[config.mk]
export PLATFORM = sky130hd
export DESIGN_NAME = pra_alu_slot
export DESIGN_NICKNAME = d
export VERILOG_FILES = /design/src/rtl/pra_pkg.sv /design/src/rtl/pra_recip_unit.sv /design/src/rtl/pra_alu_slot.sv
export SDC_FILE = /design/constraint.sdc
export NUM_CORES = 1
export LEC_CHECK = 0
export ABC_AREA = 0
export BUFFER_PORTS_ARGS = -buffer_cell sky130_fd_sc_hd__buf_2
export CAP_MARGIN = 10
export CELL_PAD_IN_SITES_DETAIL_PLACEMENT = 2
export CELL_PAD_IN_SITES_GLOBAL_PLACEMENT = 2
export CORE_MARGIN = 3
export CORE_UTILIZATION = 36
export CTS_CLUSTER_DIAMETER = 80
export DETAILED_ROUTE_END_ITERATION = 10
export GPL_ROUTABILITY_DRIVEN = 0
export PLACE_DENSITY = 0.88
export SETUP_SLACK_MARGIN = 0.3
export SLEW_MARGIN = 10
export SYNTH_ARGS = -nofsm -noshare
export SYNTH_HDL_FRONTEND = slang
export SYNTH_SLANG_ARGS = --single-unit
[constraint.sdc]
create_clock -name clk_i -period 22.6 [get_ports clk_i]
set_input_delay 2.26 -clock clk_i [delete_from_list [all_inputs] [get_ports clk_i]]
set_output_delay 2.26 -clock clk_i [all_outputs]
set_load 0.03 [all_outputs]
[src/rtl/pra_pkg.sv]
/*
  Constants for the predicate and reciprocal ALU slot: instruction field
  positions, opcodes, float encodings and reset values.
  Assumes a 32-bit operand path and the two-word two-operand ALU format.
*/
package pra_pkg;

  // Field positions in the control word (+4)
  localparam int OPC_LSB  = 7;
  localparam int OPC_W    = 11;
  localparam int DST_LSB  = 21;
  localparam int DST_W    = 7;
  // Field position in the operand select word (+0)
  localparam int LAST_BIT = 31;

  // Opcodes of this group
  typedef enum logic [10:0] {
    PRA_UINT_GT_PREDICATE_SET    = 11'h01e,
    PRA_FLOAT_NE_PREDICATE_SET   = 11'h023,
    PRA_FLOAT_GT_COUNTER_PUSH    = 11'h029,
    PRA_FLOAT_NE_COUNTER_PUSH    = 11'h02b,
    PRA_INT_GT_PREDICATE_SET     = 11'h043,
    PRA_INT_NE_PREDICATE_SET     = 11'h045,
    PRA_INT_GT_COUNTER_PUSH      = 11'h04b,
    PRA_INT_NE_COUNTER_PUSH      = 11'h04d,
    PRA_INT_LT_COUNTER_PUSH      = 11'h04e,
    PRA_INT_LE_COUNTER_PUSH      = 11'h04f,
    PRA_SINGLE_RECIPROCAL_CLAMP  = 11'h084,
    PRA_SINGLE_RECIPROCAL_ZERO_CLAMP = 11'h085,
    PRA_SINGLE_RECIPROCAL_IEEE   = 11'h086,
    PRA_DOUBLE_RECIPROCAL        = 11'h095,
    PRA_DOUBLE_RECIPROCAL_CLAMP  = 11'h096,
    PRA_DOUBLE_RECIP_SQRT        = 11'h097
  } pra_opc_t;

  // Reciprocal unit modes
  typedef enum logic [1:0] {
    PRA_RM_SINGLE = 2'b00,
    PRA_RM_DOUBLE = 2'b01,
    PRA_RM_DRSQRT = 2'b10
  } pra_rmode_t;

  // Float encodings
  localparam logic [31:0] F_ZERO     = 32'h0000_0000;
  localparam logic [31:0] F_ONE      = 32'h3f80_0000;
  localparam logic [30:0] F_INF_MAG  = 31'h7f80_0000;
  localparam logic [30:0] F_MAX_MAG  = 31'h7f7f_ffff;
  localparam logic [31:0] F_QNAN     = 32'h7fc0_0000;
  localparam logic [31:0] D_ONE_HI   = 32'h3ff0_0000;
  localparam logic [30:0] D_INF_MAG  = 31'h7ff0_0000;
  localparam logic [30:0] D_MAX_MAG  = 31'h7fef_ffff;
  localparam logic [31:0] D_QNAN_HI  = 32'h7ff8_0000;
  // Exponent and mantissa figures for the estimates
  localparam logic [8:0]  F_EXP_ONE  = 9'h0fe;
  localparam logic [8:0]  F_EXP_FRAC = 9'h0fd;
  localparam logic [11:0] D_EXP_ONE  = 12'h7fe;
  localparam logic [11:0] D_EXP_FRAC = 12'h7fd;
  localparam logic [12:0] D_EXP_RSQ  = 13'h0bfd;
  localparam logic [19:0] D_RSQ_ODD  = 20'h6a09e;
  // Counter increment range (below 2^24 stays exact)
  localparam logic [7:0]  F_EXP_BIAS = 8'h7f;
  localparam logic [7:0]  F_EXP_BIG  = 8'h97;
  localparam logic [7:0]  F_EXP_LSB0 = 8'h96;

  // Reset values
  localparam logic [31:0] DST_RST    = 32'h0000_0000;
  localparam logic [6:0]  GPR_RST    = 7'h00;

endpackage : pra_pkg

[src/rtl/pra_recip_unit.sv]
/*
  Reciprocal and reciprocal square root estimate, combinational.
  Single mode works on hi_i; double modes take the high dword in hi_i and
  the low dword in lo_i and return only the high result dword.
  Assumes the caller registers the result and applies any clamping.
*/
`timescale 1ns/1ps
`default_nettype none
module pra_recip_unit
  import pra_pkg::*;
(
  input  wire pra_pkg::pra_rmode_t mode_i,
  input  wire logic [31:0]         hi_i,
  input  wire logic [31:0]         lo_i,
  output logic [31:0]              res_o
);
  import pra_pkg::*;

  logic        sgn;
  logic [7:0]  fe;
  logic [22:0] fm;
  logic [10:0] de;
  logic [19:0] dm;
  logic        dm_nz;
  logic [8:0]  fex;
  logic [11:0] dex;
  logic [12:0] rsq;

  // Reciprocal estimate: exponent negated, mantissa taken as one minus fraction; rsqrt halves the negated exponent
  always_comb begin
    sgn   = hi_i[31];
    fe    = hi_i[30:23];
    fm    = hi_i[22:0];
    de    = hi_i[30:20];
    dm    = hi_i[19:0];
    dm_nz = (dm != 20'h0) || (lo_i != 32'h0);
    fex   = (fm == 23'h0) ? F_EXP_ONE - {1'b0, fe} : F_EXP_FRAC - {1'b0, fe};
    dex   = (!dm_nz) ? D_EXP_ONE - {1'b0, de} : D_EXP_FRAC - {1'b0, de};
    rsq   = D_EXP_RSQ - {2'b00, de};
    res_o = F_ZERO;
    case (mode_i)
      PRA_RM_SINGLE: begin
        if (hi_i == F_ONE) res_o = F_ONE;
        else if (fe == 8'hff) res_o = (fm != 23'h0) ? F_QNAN : {sgn, 31'h0};
        else if (fe == 8'h00) res_o = {sgn, F_INF_MAG};
        else if (fex[8] || fex == 9'h0) res_o = {sgn, 31'h0};
        else if (fm == 23'h0) res_o = {sgn, fex[7:0], 23'h0};
        else res_o = {sgn, fex[7:0], ~fm};
      end
      PRA_RM_DOUBLE: begin
        if (hi_i == D_ONE_HI && lo_i == 32'h0) res_o = D_ONE_HI;
        else if (de == 11'h7ff) res_o = dm_nz ? D_QNAN_HI : {sgn, 31'h0};
        else if (de == 11'h000) res_o = {sgn, D_INF_MAG};
        else if (dex[11] || dex == 12'h0) res_o = {sgn, 31'h0};
        else if (!dm_nz) res_o = {sgn, dex[10:0], 20'h0};
        else res_o = {sgn, dex[10:0], ~dm};
      end
      PRA_RM_DRSQRT: begin
        if (hi_i == D_ONE_HI && lo_i == 32'h0) res_o = D_ONE_HI;
        else if (de == 11'h7ff && dm_nz) res_o = D_QNAN_HI;
        else if (de == 11'h000) res_o = {sgn, D_INF_MAG};
        else if (sgn) res_o = D_QNAN_HI;
        else if (de == 11'h7ff) res_o = 32'h0;
        else res_o = {1'b0, rsq[11:1], rsq[0] ? D_RSQ_ODD - {2'b00, dm[19:2]} : ~{1'b0, dm[19:1]}};
      end
      default: res_o = F_ZERO;
    endcase
  end
endmodule : pra_recip_unit
`default_nettype wire

[src/rtl/pra_alu_slot.sv]
/*
  One ALU slot for the predicate-set, counter-push and reciprocal group.
  Decodes the two-word instruction, computes the destination value and the
  execute/skip predicate result, and registers them one cycle later.
  Assumes the sequencer presents both words and the resolved operands in
  the same cycle as valid_i, and writes back what this slot returns.
*/
// How it works
// - Float gt push: src1>0 and src0==0 gives 0.0/execute, else src0.W+1/skip.
// - Int gt push: signed src1>0 and src0==0.0 gives 0.0/execute, else src0+1/skip.
// - Unsigned gt set: src0>src1 unsigned gives 0.0/execute, else 1.0/skip.
// - Opcode 67 in the control word selects signed gt predicate set.
// - Int le push: src1<=0 and src0==0.0 gives 0.0/execute, else src0+1/skip.
// - Int lt push: src1<0 and src0==0.0 gives 0.0/execute, else src0+1/skip.
// - Float ne set: differing floats give 0.0/execute, else 1.0/skip.
// - Int ne set: differing words give 0.0/execute, else 1.0/skip.
// - Float ne push: src1!=0 and src0==0.0 gives 0.0/execute, else src0+1/skip.
// - Int ne push: src1!=0 and src0==0.0 gives 0.0/execute, else src0+1/skip.
// - Double reciprocal of src0:src1, exact 1.0 for 1.0, high dword only.
// - Single clamped reciprocal: infinities become signed largest finite float.
// - Double clamped reciprocal: infinities become signed largest finite double.
// - Single zero-clamped reciprocal: infinities become signed zero.
// - Single reciprocal estimate, exact 1.0 for 1.0, no clamping.
// - Double reciprocal square root of src0:src1, exact 1.0, high dword only.
// - Instruction is two words: operand selects at +0, control at +4.
// - Signed gt set: src0>src1 signed gives 0.0/execute, else 1.0/skip.
`timescale 1ns/1ps
`default_nettype none
module pra_alu_slot
  import pra_pkg::*;
(
  input  wire logic        clk_i,
  input  wire logic        rst_i,
  input  wire logic        valid_i,
  input  wire logic [31:0] operand_select_word_i,
  input  wire logic [31:0] two_operand_control_word_i,
  input  wire logic [31:0] src0_i,
  input  wire logic [31:0] src1_i,
  input  wire logic [31:0] src0_w_i,
  output logic             valid_o,
  output logic [31:0]      dst_o,
  output logic [6:0]       dst_gpr_o,
  output logic             last_o,
  output logic             pred_wr_o,
  output logic             pred_exec_o,
  output logic             illegal_o
);
  import pra_pkg::*;

  // Zero or denormal, denormals behave as zero
  function automatic logic f_zero(input logic [31:0] a);
    f_zero = (a[30:23] == 8'h00);
  endfunction : f_zero

  function automatic logic f_nan(input logic [31:0] a);
    f_nan = (a[30:23] == 8'hff) && (a[22:0] != 23'h0);
  endfunction : f_nan

  // Ordered equality, signed zeros equal
  function automatic logic f_eq(input logic [31:0] a, input logic [31:0] b);
    f_eq = !f_nan(a) && !f_nan(b) && ((f_zero(a) && f_zero(b)) || a == b);
  endfunction : f_eq

  // Ordered greater-than, false on any NaN
  function automatic logic f_gt(input logic [31:0] a, input logic [31:0] b);
    logic [30:0] ma;
    logic [30:0] mb;
    logic        sa;
    logic        sb;
    ma = f_zero(a) ? 31'h0 : a[30:0];
    mb = f_zero(b) ? 31'h0 : b[30:0];
    sa = a[31] && (ma != 31'h0);
    sb = b[31] && (mb != 31'h0);
    if (f_nan(a) || f_nan(b)) f_gt = 1'b0;
    else if (sa != sb) f_gt = sb;
    else if (sa) f_gt = ma < mb;
    else f_gt = ma > mb;
  endfunction : f_gt

  // Counter increment: integer part plus 1.0, exact below 2^24
  function automatic logic [31:0] f_inc(input logic [31:0] a);
    logic [24:0] v;
    logic [24:0] sh;
    logic [4:0]  p;
    logic [7:0]  sft;
    v   = 25'h0;
    sh  = 25'h0;
    p   = 5'd0;
    sft = F_EXP_LSB0 - a[30:23];
    if (f_zero(a)) f_inc = F_ONE;
    else if (a[31] || a[30:23] == 8'hff || a[30:23] >= F_EXP_BIG) f_inc = a;
    else begin
      if (a[30:23] >= F_EXP_BIAS) v = {1'b0, 1'b1, a[22:0]} >> sft;
      v = v + 25'd1;
      for (int i = 0; i < 25; i++) begin
        if (v[i]) p = 5'(i);
      end
      sh    = v << (5'd24 - p);
      f_inc = {1'b0, 8'(F_EXP_BIAS + {3'b000, p}), sh[23:1]};
    end
  endfunction : f_inc

  pra_opc_t    opc;
  pra_rmode_t  rmode;
  logic [31:0] rcp;
  logic        push_hit;
  logic        push_op;
  logic        is_pred;
  logic        cond;
  logic [31:0] inc_src;
  logic        valid_r, valid_nxt;
  logic [31:0] dst_r, dst_nxt;
  logic [6:0]  gpr_r, gpr_nxt;
  logic        last_r, last_nxt;
  logic        pwr_r, pwr_nxt;
  logic        pex_r, pex_nxt;
  logic        ill_r, ill_nxt;

  // Opcode from the +4 word, last flag from the +0 word
  assign opc = pra_opc_t'(two_operand_control_word_i[OPC_LSB +: OPC_W]);

  // Reciprocal estimate shared by all reciprocal opcodes
  always_comb begin
    case (opc)
      PRA_DOUBLE_RECIPROCAL, PRA_DOUBLE_RECIPROCAL_CLAMP: rmode = PRA_RM_DOUBLE;
      PRA_DOUBLE_RECIP_SQRT: rmode = PRA_RM_DRSQRT;
      default: rmode = PRA_RM_SINGLE;
    endcase
  end

  pra_recip_unit u_recip (
    .mode_i (rmode),
    .hi_i   (src0_i),
    .lo_i   (src1_i),
    .res_o  (rcp)
  );

  // Compare condition and operation class
  always_comb begin
    cond    = 1'b0;
    push_op = 1'b0;
    is_pred = 1'b1;
    ill_nxt = 1'b0;
    inc_src = src0_i;
    case (opc)
      PRA_UINT_GT_PREDICATE_SET:  cond = src0_i > src1_i;
      PRA_FLOAT_NE_PREDICATE_SET: cond = !f_eq(src0_i, src1_i);
      PRA_INT_GT_PREDICATE_SET:   cond = $signed(src0_i) > $signed(src1_i);
      PRA_INT_NE_PREDICATE_SET:   cond = src0_i != src1_i;
      PRA_FLOAT_GT_COUNTER_PUSH: begin
        push_op = 1'b1;
        inc_src = src0_w_i;
        cond    = f_gt(src1_i, F_ZERO);
      end
      PRA_FLOAT_NE_COUNTER_PUSH: begin
        push_op = 1'b1;
        cond    = !f_eq(src1_i, F_ZERO);
      end
      PRA_INT_GT_COUNTER_PUSH: begin
        push_op = 1'b1;
        cond    = $signed(src1_i) > 0;
      end
      PRA_INT_NE_COUNTER_PUSH: begin
        push_op = 1'b1;
        cond    = src1_i != 32'h0;
      end
      PRA_INT_LT_COUNTER_PUSH: begin
        push_op = 1'b1;
        cond    = src1_i[31];
      end
      PRA_INT_LE_COUNTER_PUSH: begin
        push_op = 1'b1;
        cond    = src1_i[31] || src1_i == 32'h0;
      end
      PRA_SINGLE_RECIPROCAL_CLAMP, PRA_SINGLE_RECIPROCAL_ZERO_CLAMP, PRA_SINGLE_RECIPROCAL_IEEE,
      PRA_DOUBLE_RECIPROCAL, PRA_DOUBLE_RECIPROCAL_CLAMP, PRA_DOUBLE_RECIP_SQRT: is_pred = 1'b0;
      default: begin
        is_pred = 1'b0;
        ill_nxt = valid_i;
      end
    endcase
    push_hit = cond && f_eq(src0_i, F_ZERO);
  end

  // Destination value and predicate result
  always_comb begin
    valid_nxt = valid_i && !ill_nxt;
    gpr_nxt   = two_operand_control_word_i[DST_LSB +: DST_W];
    last_nxt  = valid_i && operand_select_word_i[LAST_BIT];
    pwr_nxt   = valid_i && is_pred;
    pex_nxt   = 1'b0;
    dst_nxt   = F_ZERO;
    if (push_op) begin
      pex_nxt = push_hit;
      dst_nxt = push_hit ? F_ZERO : f_inc(inc_src);
    end else if (is_pred) begin
      pex_nxt = cond;
      dst_nxt = cond ? F_ZERO : F_ONE;
    end else begin
      dst_nxt = rcp;
      if (opc == PRA_SINGLE_RECIPROCAL_CLAMP && rcp[30:0] == F_INF_MAG)
        dst_nxt = {rcp[31], F_MAX_MAG};
      if (opc == PRA_SINGLE_RECIPROCAL_ZERO_CLAMP && rcp[30:0] == F_INF_MAG)
        dst_nxt = {rcp[31], 31'h0};
      if (opc == PRA_DOUBLE_RECIPROCAL_CLAMP && rcp[30:0] == D_INF_MAG)
        dst_nxt = {rcp[31], D_MAX_MAG};
    end
    if (!valid_i) dst_nxt = dst_r;
    if (!valid_i) gpr_nxt = gpr_r;
    if (!valid_i) pex_nxt = 1'b0;                                                // No stale execute while idle
  end

  // Result registers
  always_ff @(posedge clk_i) begin
    if (rst_i) begin
      valid_r <= 1'b0;
      dst_r   <= DST_RST;
      gpr_r   <= GPR_RST;
      last_r  <= 1'b0;
      pwr_r   <= 1'b0;
      pex_r   <= 1'b0;
      ill_r   <= 1'b0;
    end else begin
      valid_r <= valid_nxt;
      dst_r   <= dst_nxt;
      gpr_r   <= gpr_nxt;
      last_r  <= last_nxt;
      pwr_r   <= pwr_nxt;
      pex_r   <= pex_nxt;
      ill_r   <= ill_nxt;
    end
  end

  assign valid_o     = valid_r;
  assign dst_o       = dst_r;
  assign dst_gpr_o   = gpr_r;
  assign last_o      = last_r;
  assign pred_wr_o   = pwr_r;
  assign pred_exec_o = pex_r;
  assign illegal_o   = ill_r;
endmodule : pra_alu_slot
`default_nettype wire

# Word level (Yosys, flattened, before mapping)

Cells that the tools add are included.

Bits of input ports: 163
Flip-flop bits (word level): 44

Bitwise gates (word level): 4
Reductions and logical operators: 51
Add/sub/neg operators: 10
Shift-type cells: 2
Equal/unequal tests: 28
Magnitude comparators: 6
Multiplexer cells: 72

Operators with widths:

| operator                                                                          | count |
|---|---|
| 32-bit two-way mux                                                                | 15 |
| 31-bit two-way mux                                                                | 10 |
| 5-bit two-way mux                                                                 | 26 |
| 25-bit two-way mux                                                                | 4 |
| 32-bit one-hot mux with 3 select lines                                            | 1 |
| 11-bit by 7-bit equality test with 1-bit output (second input constant)           | 6 |
| 11-bit by 8-bit equality test with 1-bit output (second input constant)           | 6 |
| 32-bit by 30-bit equality test with 1-bit output (second input constant)          | 2 |
| 32-bit greater-than comparator                                                    | 2 |
| 32-bit logical NOT                                                                | 2 |
| 31-bit equality test (second input constant)                                      | 2 |
| 23-bit nonzero test                                                               | 2 |
| 20-bit two-way mux                                                                | 2 |
| 11-bit by 6-bit equality test with 1-bit output (second input constant)           | 3 |
| 32-bit equality test                                                              | 1 |
| 32-bit by 1-bit greater-than comparator with 1-bit output (second input constant) | 1 |
| 32-bit != test                                                                    | 1 |
| 32-bit nonzero test                                                               | 1 |
| 31-bit by 1-bit greater-than comparator with 1-bit output (second input constant) | 1 |
| 31-bit nonzero test                                                               | 1 |
| 30-bit two-way mux                                                                | 1 |
| 25-bit by 1-bit adder with 25-bit output (second input constant)                  | 1 |
| 25-bit by 5-bit left shift with 24-bit output                                     | 1 |
| 24-bit by 8-bit right shift with 25-bit output                                    | 1 |
| 38 further kinds                                                                  | 80 |

# Depth between registers and ports, before layout

Word-level depth: 42
Mapped depth: 36
Mapped depth without buffers: 27

# Cells and area by module

Synthesis repeated with hierarchy kept, for this count alone.

Cell total of the unflattened synthesis: 1756
Area, all modules: 12480.7 µm²

By module, submodules not included:

| module         | area each (µm²) | cells an instance | seq. area each (µm²) | times used |
|---|---|---|---|---|
| pra_alu_slot   | 10098.4         | 1385              | 880.8                | 1 |
| pra_recip_unit | 2382.3          | 371               | 0.0                  | 1 |

# Least setup slack after synthesis

OpenSTA, ideal clock, no wires.

Kind: input to register
Start point: input port two_operand_control_word_i[11]
End point: register dst_r[21], in the netlist dst_o[21]
Setup time: 0.100 ns
Setup slack: 13.115 ns
Data required time: 22.500 ns
Arrival time: 9.385 ns
Cell stages on the path: 28
Buffers on the path: 2
Cell sequence: buf_6 > or4b_4 > nor3_4 > mux2i_1 > mux2i_1 > a2111oi_0 > o21ai_0 > inv_1 > ha_1 > inv_1 > nor4_4 > nand3_2 > or4_1 > nor3b_1 > xnor2_1 > nor2_1 > nor3_1 > o21bai_1 > ha_1 > clkbuf_1 > and2_1 > and2_1 > mux2_2 > nor2_2 > mux4_2 > o221a_1 > and3_4 > a2111oi_4

Longest elaborated chain between the ends: 42

Ends and longest elaborated chain:

| item                                            | RTL line            | RTL |
|---|---|---|
| start: declaration                              | pra_alu_slot.sv:36  | `input wire logic [31:0] two_operand_control_word_i,` |
| 11-bit by 6-bit equality test with 1-bit output | pra_alu_slot.sv:145 | `case (opc)` |
| 32-bit two-way mux                              | pra_alu_slot.sv:145 |  |
| 8-bit subtractor                                | pra_alu_slot.sv:89  | `sft = F_EXP_LSB0 - a[30:23];` |
| 24-bit by 8-bit right shift with 25-bit output  | pra_alu_slot.sv:93  | `if (a[30:23] >= F_EXP_BIAS) v = {1'b0, 1'b1, a[22:0]} >> sft;` |
| 25-bit two-way mux                              | pra_alu_slot.sv:93  |  |
| 25-bit two-way mux                              | pra_alu_slot.sv:91  | `else if (a[31] \|\| a[30:23] == 8'hff \|\| a[30:23] >= F_EXP_BIG) f_inc = a;` |
| 25-bit two-way mux                              | pra_alu_slot.sv:90  | `if (f_zero(a)) f_inc = F_ONE;` |
| 25-bit two-way mux                              | pra_alu_slot.sv:193 | `if (push_op) begin` |
| [26 not listed]                                 | -                   |  |
| 5-bit two-way mux                               | pra_alu_slot.sv:90  |  |
| 5-bit two-way mux                               | pra_alu_slot.sv:193 |  |
| 5-bit subtractor                                | pra_alu_slot.sv:98  | `sh = v << (5'd24 - p);` |
| 25-bit by 5-bit left shift with 24-bit output   | pra_alu_slot.sv:98  |  |
| 32-bit two-way mux                              | pra_alu_slot.sv:91  |  |
| 32-bit two-way mux                              | pra_alu_slot.sv:90  |  |
| 32-bit two-way mux                              | pra_alu_slot.sv:195 | `dst_nxt = push_hit ? F_ZERO : f_inc(inc_src);` |
| 32-bit two-way mux (*)                          | pra_alu_slot.sv:193 |  |
| end signal: assignment                          | pra_alu_slot.sv:225 | `dst_r <= dst_nxt;` |
| end: declaration                                | pra_alu_slot.sv:112 | `logic [31:0] dst_r, dst_nxt;` |

Every way passes the cells marked *; elsewhere a longest branch is shown, timed or not. The select of a mux whose other input is x is not followed.
A chain may end at the register's enable or synchronous reset.

# Worst setup path after layout

Start point: input port two_operand_control_word_i[9]
End point: register dst_r[21], in the netlist dst_o[21]

Same word-level chain as after synthesis.

==> impl_metrics.env <==
export IMPL_p_leak_nw=5.319
export IMPL_postCtsHoldBufs=0
export IMPL_rsz0062_at_grt="false"
export IMPL_hpwl_um=54610
export IMPL_grt_pass1_wl_um=104700
export IMPL_hold_start="dst_o[12]$_SDFFE_PP0P_"
export IMPL_grt_busiest_layer="met2"
export IMPL_io_buffers=161
export IMPL_synthArstFlopShare_pct=0
export IMPL_cts_tree="built"
export IMPL_post_drt_wl_per_cell_um=31.34
export IMPL_dr_pass1_iters=5
export IMPL_die_area_um2=36310
export IMPL_ys_types=109
export IMPL_htree_levels=2
export IMPL_relSlewSlack_pct=16.81
export IMPL_worstSetupPathType="input pin to register"
export IMPL_grt_use_met3_pct=8.107
export IMPL_cp_data_arrival_time_ps=12970
export IMPL_track_usage_pct=37.13
export IMPL_reg2reg_depth=2
export IMPL_cts_resized=0
export IMPL_cts_setup_buffers=0
export IMPL_placementRows=66
export IMPL_synthFlopType="dfxtp_1"
export IMPL_startpoint="two_operand_control_word_i[9]"
export IMPL_finalSetupViolCount=0
export IMPL_clk_path_buf_depth=2
export IMPL_whs_path_depth=2
export IMPL_synth_seq_cells=44
export IMPL_tns_ps=0
export IMPL_use_met1_pct=46.57
export IMPL_vdd_drop_max_mv=0.04100
export IMPL_synth_area_leaders="mux2i_1 (8.7%), dfxtp_1 (7.2%), mux4_2 (5.7%)"
export IMPL_syn_avg_cell_area_um2=7.128
export IMPL_num_fill_cells=3996
export IMPL_rrSetupSlack_ps=21480
export IMPL_clockRootBuffer="clkbuf_16"
export IMPL_initial_utilization_pct=37.12
export IMPL_grt_max_degree=65
export IMPL_max_stage_delay_ps=950
export IMPL_synth_area_um2=12260
export IMPL_cp_max_fo=60
export IMPL_die_y_um=190.5
export IMPL_first_iter_violations=1974
export IMPL_drive_gt1_share_pct=18.10
export IMPL_cp_end_kind="register"
export IMPL_period_minus_slack_ps=12770
export IMPL_pin_count=207
export IMPL_core_area_um2=33030
export IMPL_synth_edf_count=0
export IMPL_synth_top_area_share_pct=8.736
export IMPL_grtUsageMet2_pct=60.07
export IMPL_reg2reg_from="dst_o[1]$_SDFFE_PP0P_"
export IMPL_final_core_util_pct=40.54
export IMPL_syn_inst=1720
export IMPL_synth_top_area_cell="mux2i_1"
export IMPL_syn_num_nets=1927
export IMPL_vias=16140
export IMPL_grt_overflow=0
export IMPL_antenna_found_initial=6
export IMPL_grt_pass1_vias=16900
export IMPL_ant_nets=0
export IMPL_final_nets=1991
export IMPL_via_per_inst=7.238
export IMPL_drcViolationCount=0
export IMPL_seq_area_frac_synth_pct=7.184
export IMPL_clk_pin_slew_ps=60
export IMPL_cts_made_buffers=5
export IMPL_finalHoldViolations=0
export IMPL_drv_slew=0
export IMPL_status="complete, no violations"
export IMPL_tightest_slew_ps=1245
export IMPL_cap_violations=0
export IMPL_postRouteWirelength_um=69890
export IMPL_syn_to_final_growth_pct=9.215
export IMPL_period_share_pct=56.52
export IMPL_die_w_um=190.5
export IMPL_cts_sinks=44
export IMPL_clock_latency_ps=290
export IMPL_hold_class="register to register"
export IMPL_required_ps=22790
export IMPL_cp_slowest_cell="or4_1"
export IMPL_synth_warnings=0
export IMPL_r2r_end="dst_o[1]$_SDFFE_PP0P_"
export IMPL_fmax_mhz=78.29
export IMPL_fin_worst_skew_ps=0
export IMPL_startpoint_type="input pin"
export IMPL_whs_endpoint="dst_o[12]$_SDFFE_PP0P_"
export IMPL_pwr_density_cell_nw_per_um2=37.18
layout make-up:
| cell class | instances | area (µm²) | area share [%] |
|---|---|---|---|
| Multi-Input combinational cell | 1474 | 10520 | 78.55 |
| Timing Repair Buffer | 190 | 1023 | 7.643 |
| Sequential cell | 44 | 880.8 | 6.578 |
| Tap cell | 442 | 553.0 | 4.130 |
| Inverter | 69 | 259.0 | 1.934 |
| Clock buffer | 6 | 138.9 | 1.037 |
| Clock inverter | 2 | 10.01 | 0.07475 |
| Antenna cell | 3 | 7.507 | 0.05606 |
sequential cells by signal, indices dropped and copies added, names as in the netlist:
name,cells
dst_gpr_o,7
dst_o,32
illegal_o,1
last_o,1
pred_exec_o,1
pred_wr_o,1
valid_o,1
layout by cell type (no fill, tap or decap), drive strengths merged, types with 25 or more instances in the layout:
cell    netlist  final
buf          47    190
nor2        172    172
nand2       130    130
o21ai       112    112
mux2i       109    109
a21oi        95     95
inv          66     66
nor3         60     60
nand3        53     53
nor4         46     46
xnor2        45     45
ha           44     44
dfxtp        44     44
o211ai       44     44
nand4        42     42
mux2         37     37
a211oi       32     32
mux4         31     31
o22ai        29     29
a31oi        29     29
a21o         25     25
stage by stage:
stage               instances  area [µm²]  setup WS, ps  power, mW  hold slack (ps)
detailed placement       2219       13230          9824     0.4120            468.8
floorplan                1720       12260         13120     0.3037            596.6
global route             2229       13390          9310     0.5216            515.3
CTS                      2227       13380         10100     0.4887            484.3
finish                   2230       13390          9826     0.4978            485.2
global placement         2219       13230         10490     0.3934            467.0
per-layer routing:
| metal | vias to the layer above | part of all wire [%] |
|---|---|---|
| met4 | 6 | 5.9 |
| met5 | - | 0.059 |
| li1 | 6761 | - |
| met3 | 310 | 11 |
| met1 | 7963 | 38 |
| met2 | 1101 | 45 |
power by group:
group / switching, mW / total [mW] / leakage [nW] / internal (mW)
logic: 0.227 / 0.338 / 4.88 / 0.111
registers: 0.00296 / 0.0856 / 0.364 / 0.0826
clock network: 0.0304 / 0.0740 / 0.0766 / 0.0436
cell families after synthesis:
| logic type | count (synthesis) | share of synthesized area, % |
|---|---|---|
| muxes | 177 | 18.11 |
| and+or+nand+nor | 651 | 27.69 |
| AOI/OAI and AO/OA | 542 | 31.04 |
| xor gates and xnor gates | 59 | 4.215 |
| DFF | 44 | 7.184 |
| buffers and inverters | 202 | 7.184 |
| adders and majority gates | 45 | 4.572 |
worst max path at each step:
stage,to,slack [ps],cells past startpoint
global route,dst_o[21]$_SDFFE_PP0P_,9310,29
CTS,dst_o[21]$_SDFFE_PP0P_,10100,29
detailed placement,dst_o[3]$_SDFFE_PP0P_,9820,30
global placement,dst_o[21]$_SDFFE_PP0P_,10490,29
finish,dst_o[21]$_SDFFE_PP0P_,9830,29
floorplan,dst_o[21]$_SDFFE_PP0P_,13120,28
worst max-delay path, delay by kind of cell:
family / cells / cell delay, ps
adder cells (fa/ha/maj): 2 / 650
AND/OR/NAND/NOR: 11 / 4150
multiplexers: 4 / 1360
AO/OA/AOI/OAI: 6 / 2670
buffers and inverters: 6 / 1820
cell usage after synthesis (13+ instances only):
| cell | number |
|---|---|
| or3_1 | 15 |
| a21oi_1 | 94 |
| o22ai_1 | 29 |
| o21ai_0 | 104 |
| and3_1 | 21 |
| inv_1 | 64 |
| nand3_1 | 51 |
| buf_2 | 20 |
| nand2b_1 | 20 |
| o211ai_1 | 42 |
| nand2_1 | 127 |
| o21a_1 | 22 |
| xnor2_1 | 45 |
| a311oi_1 | 14 |
| nor2_1 | 171 |
| mux2_2 | 34 |
| mux2i_1 | 107 |
| xor2_1 | 14 |
| nand4_1 | 42 |
| nor2b_1 | 18 |
| o31ai_1 | 17 |
| clkbuf_1 | 86 |
| or4_1 | 13 |
| nor4_1 | 42 |
| mux4_2 | 31 |
| a31oi_1 | 28 |
| dfxtp_1 | 44 |
| a21o_1 | 25 |
| ha_1 | 44 |
| a211oi_1 | 29 |
| nor3_1 | 57 |
Note: power is estimated with default switching activity, not from simulation.
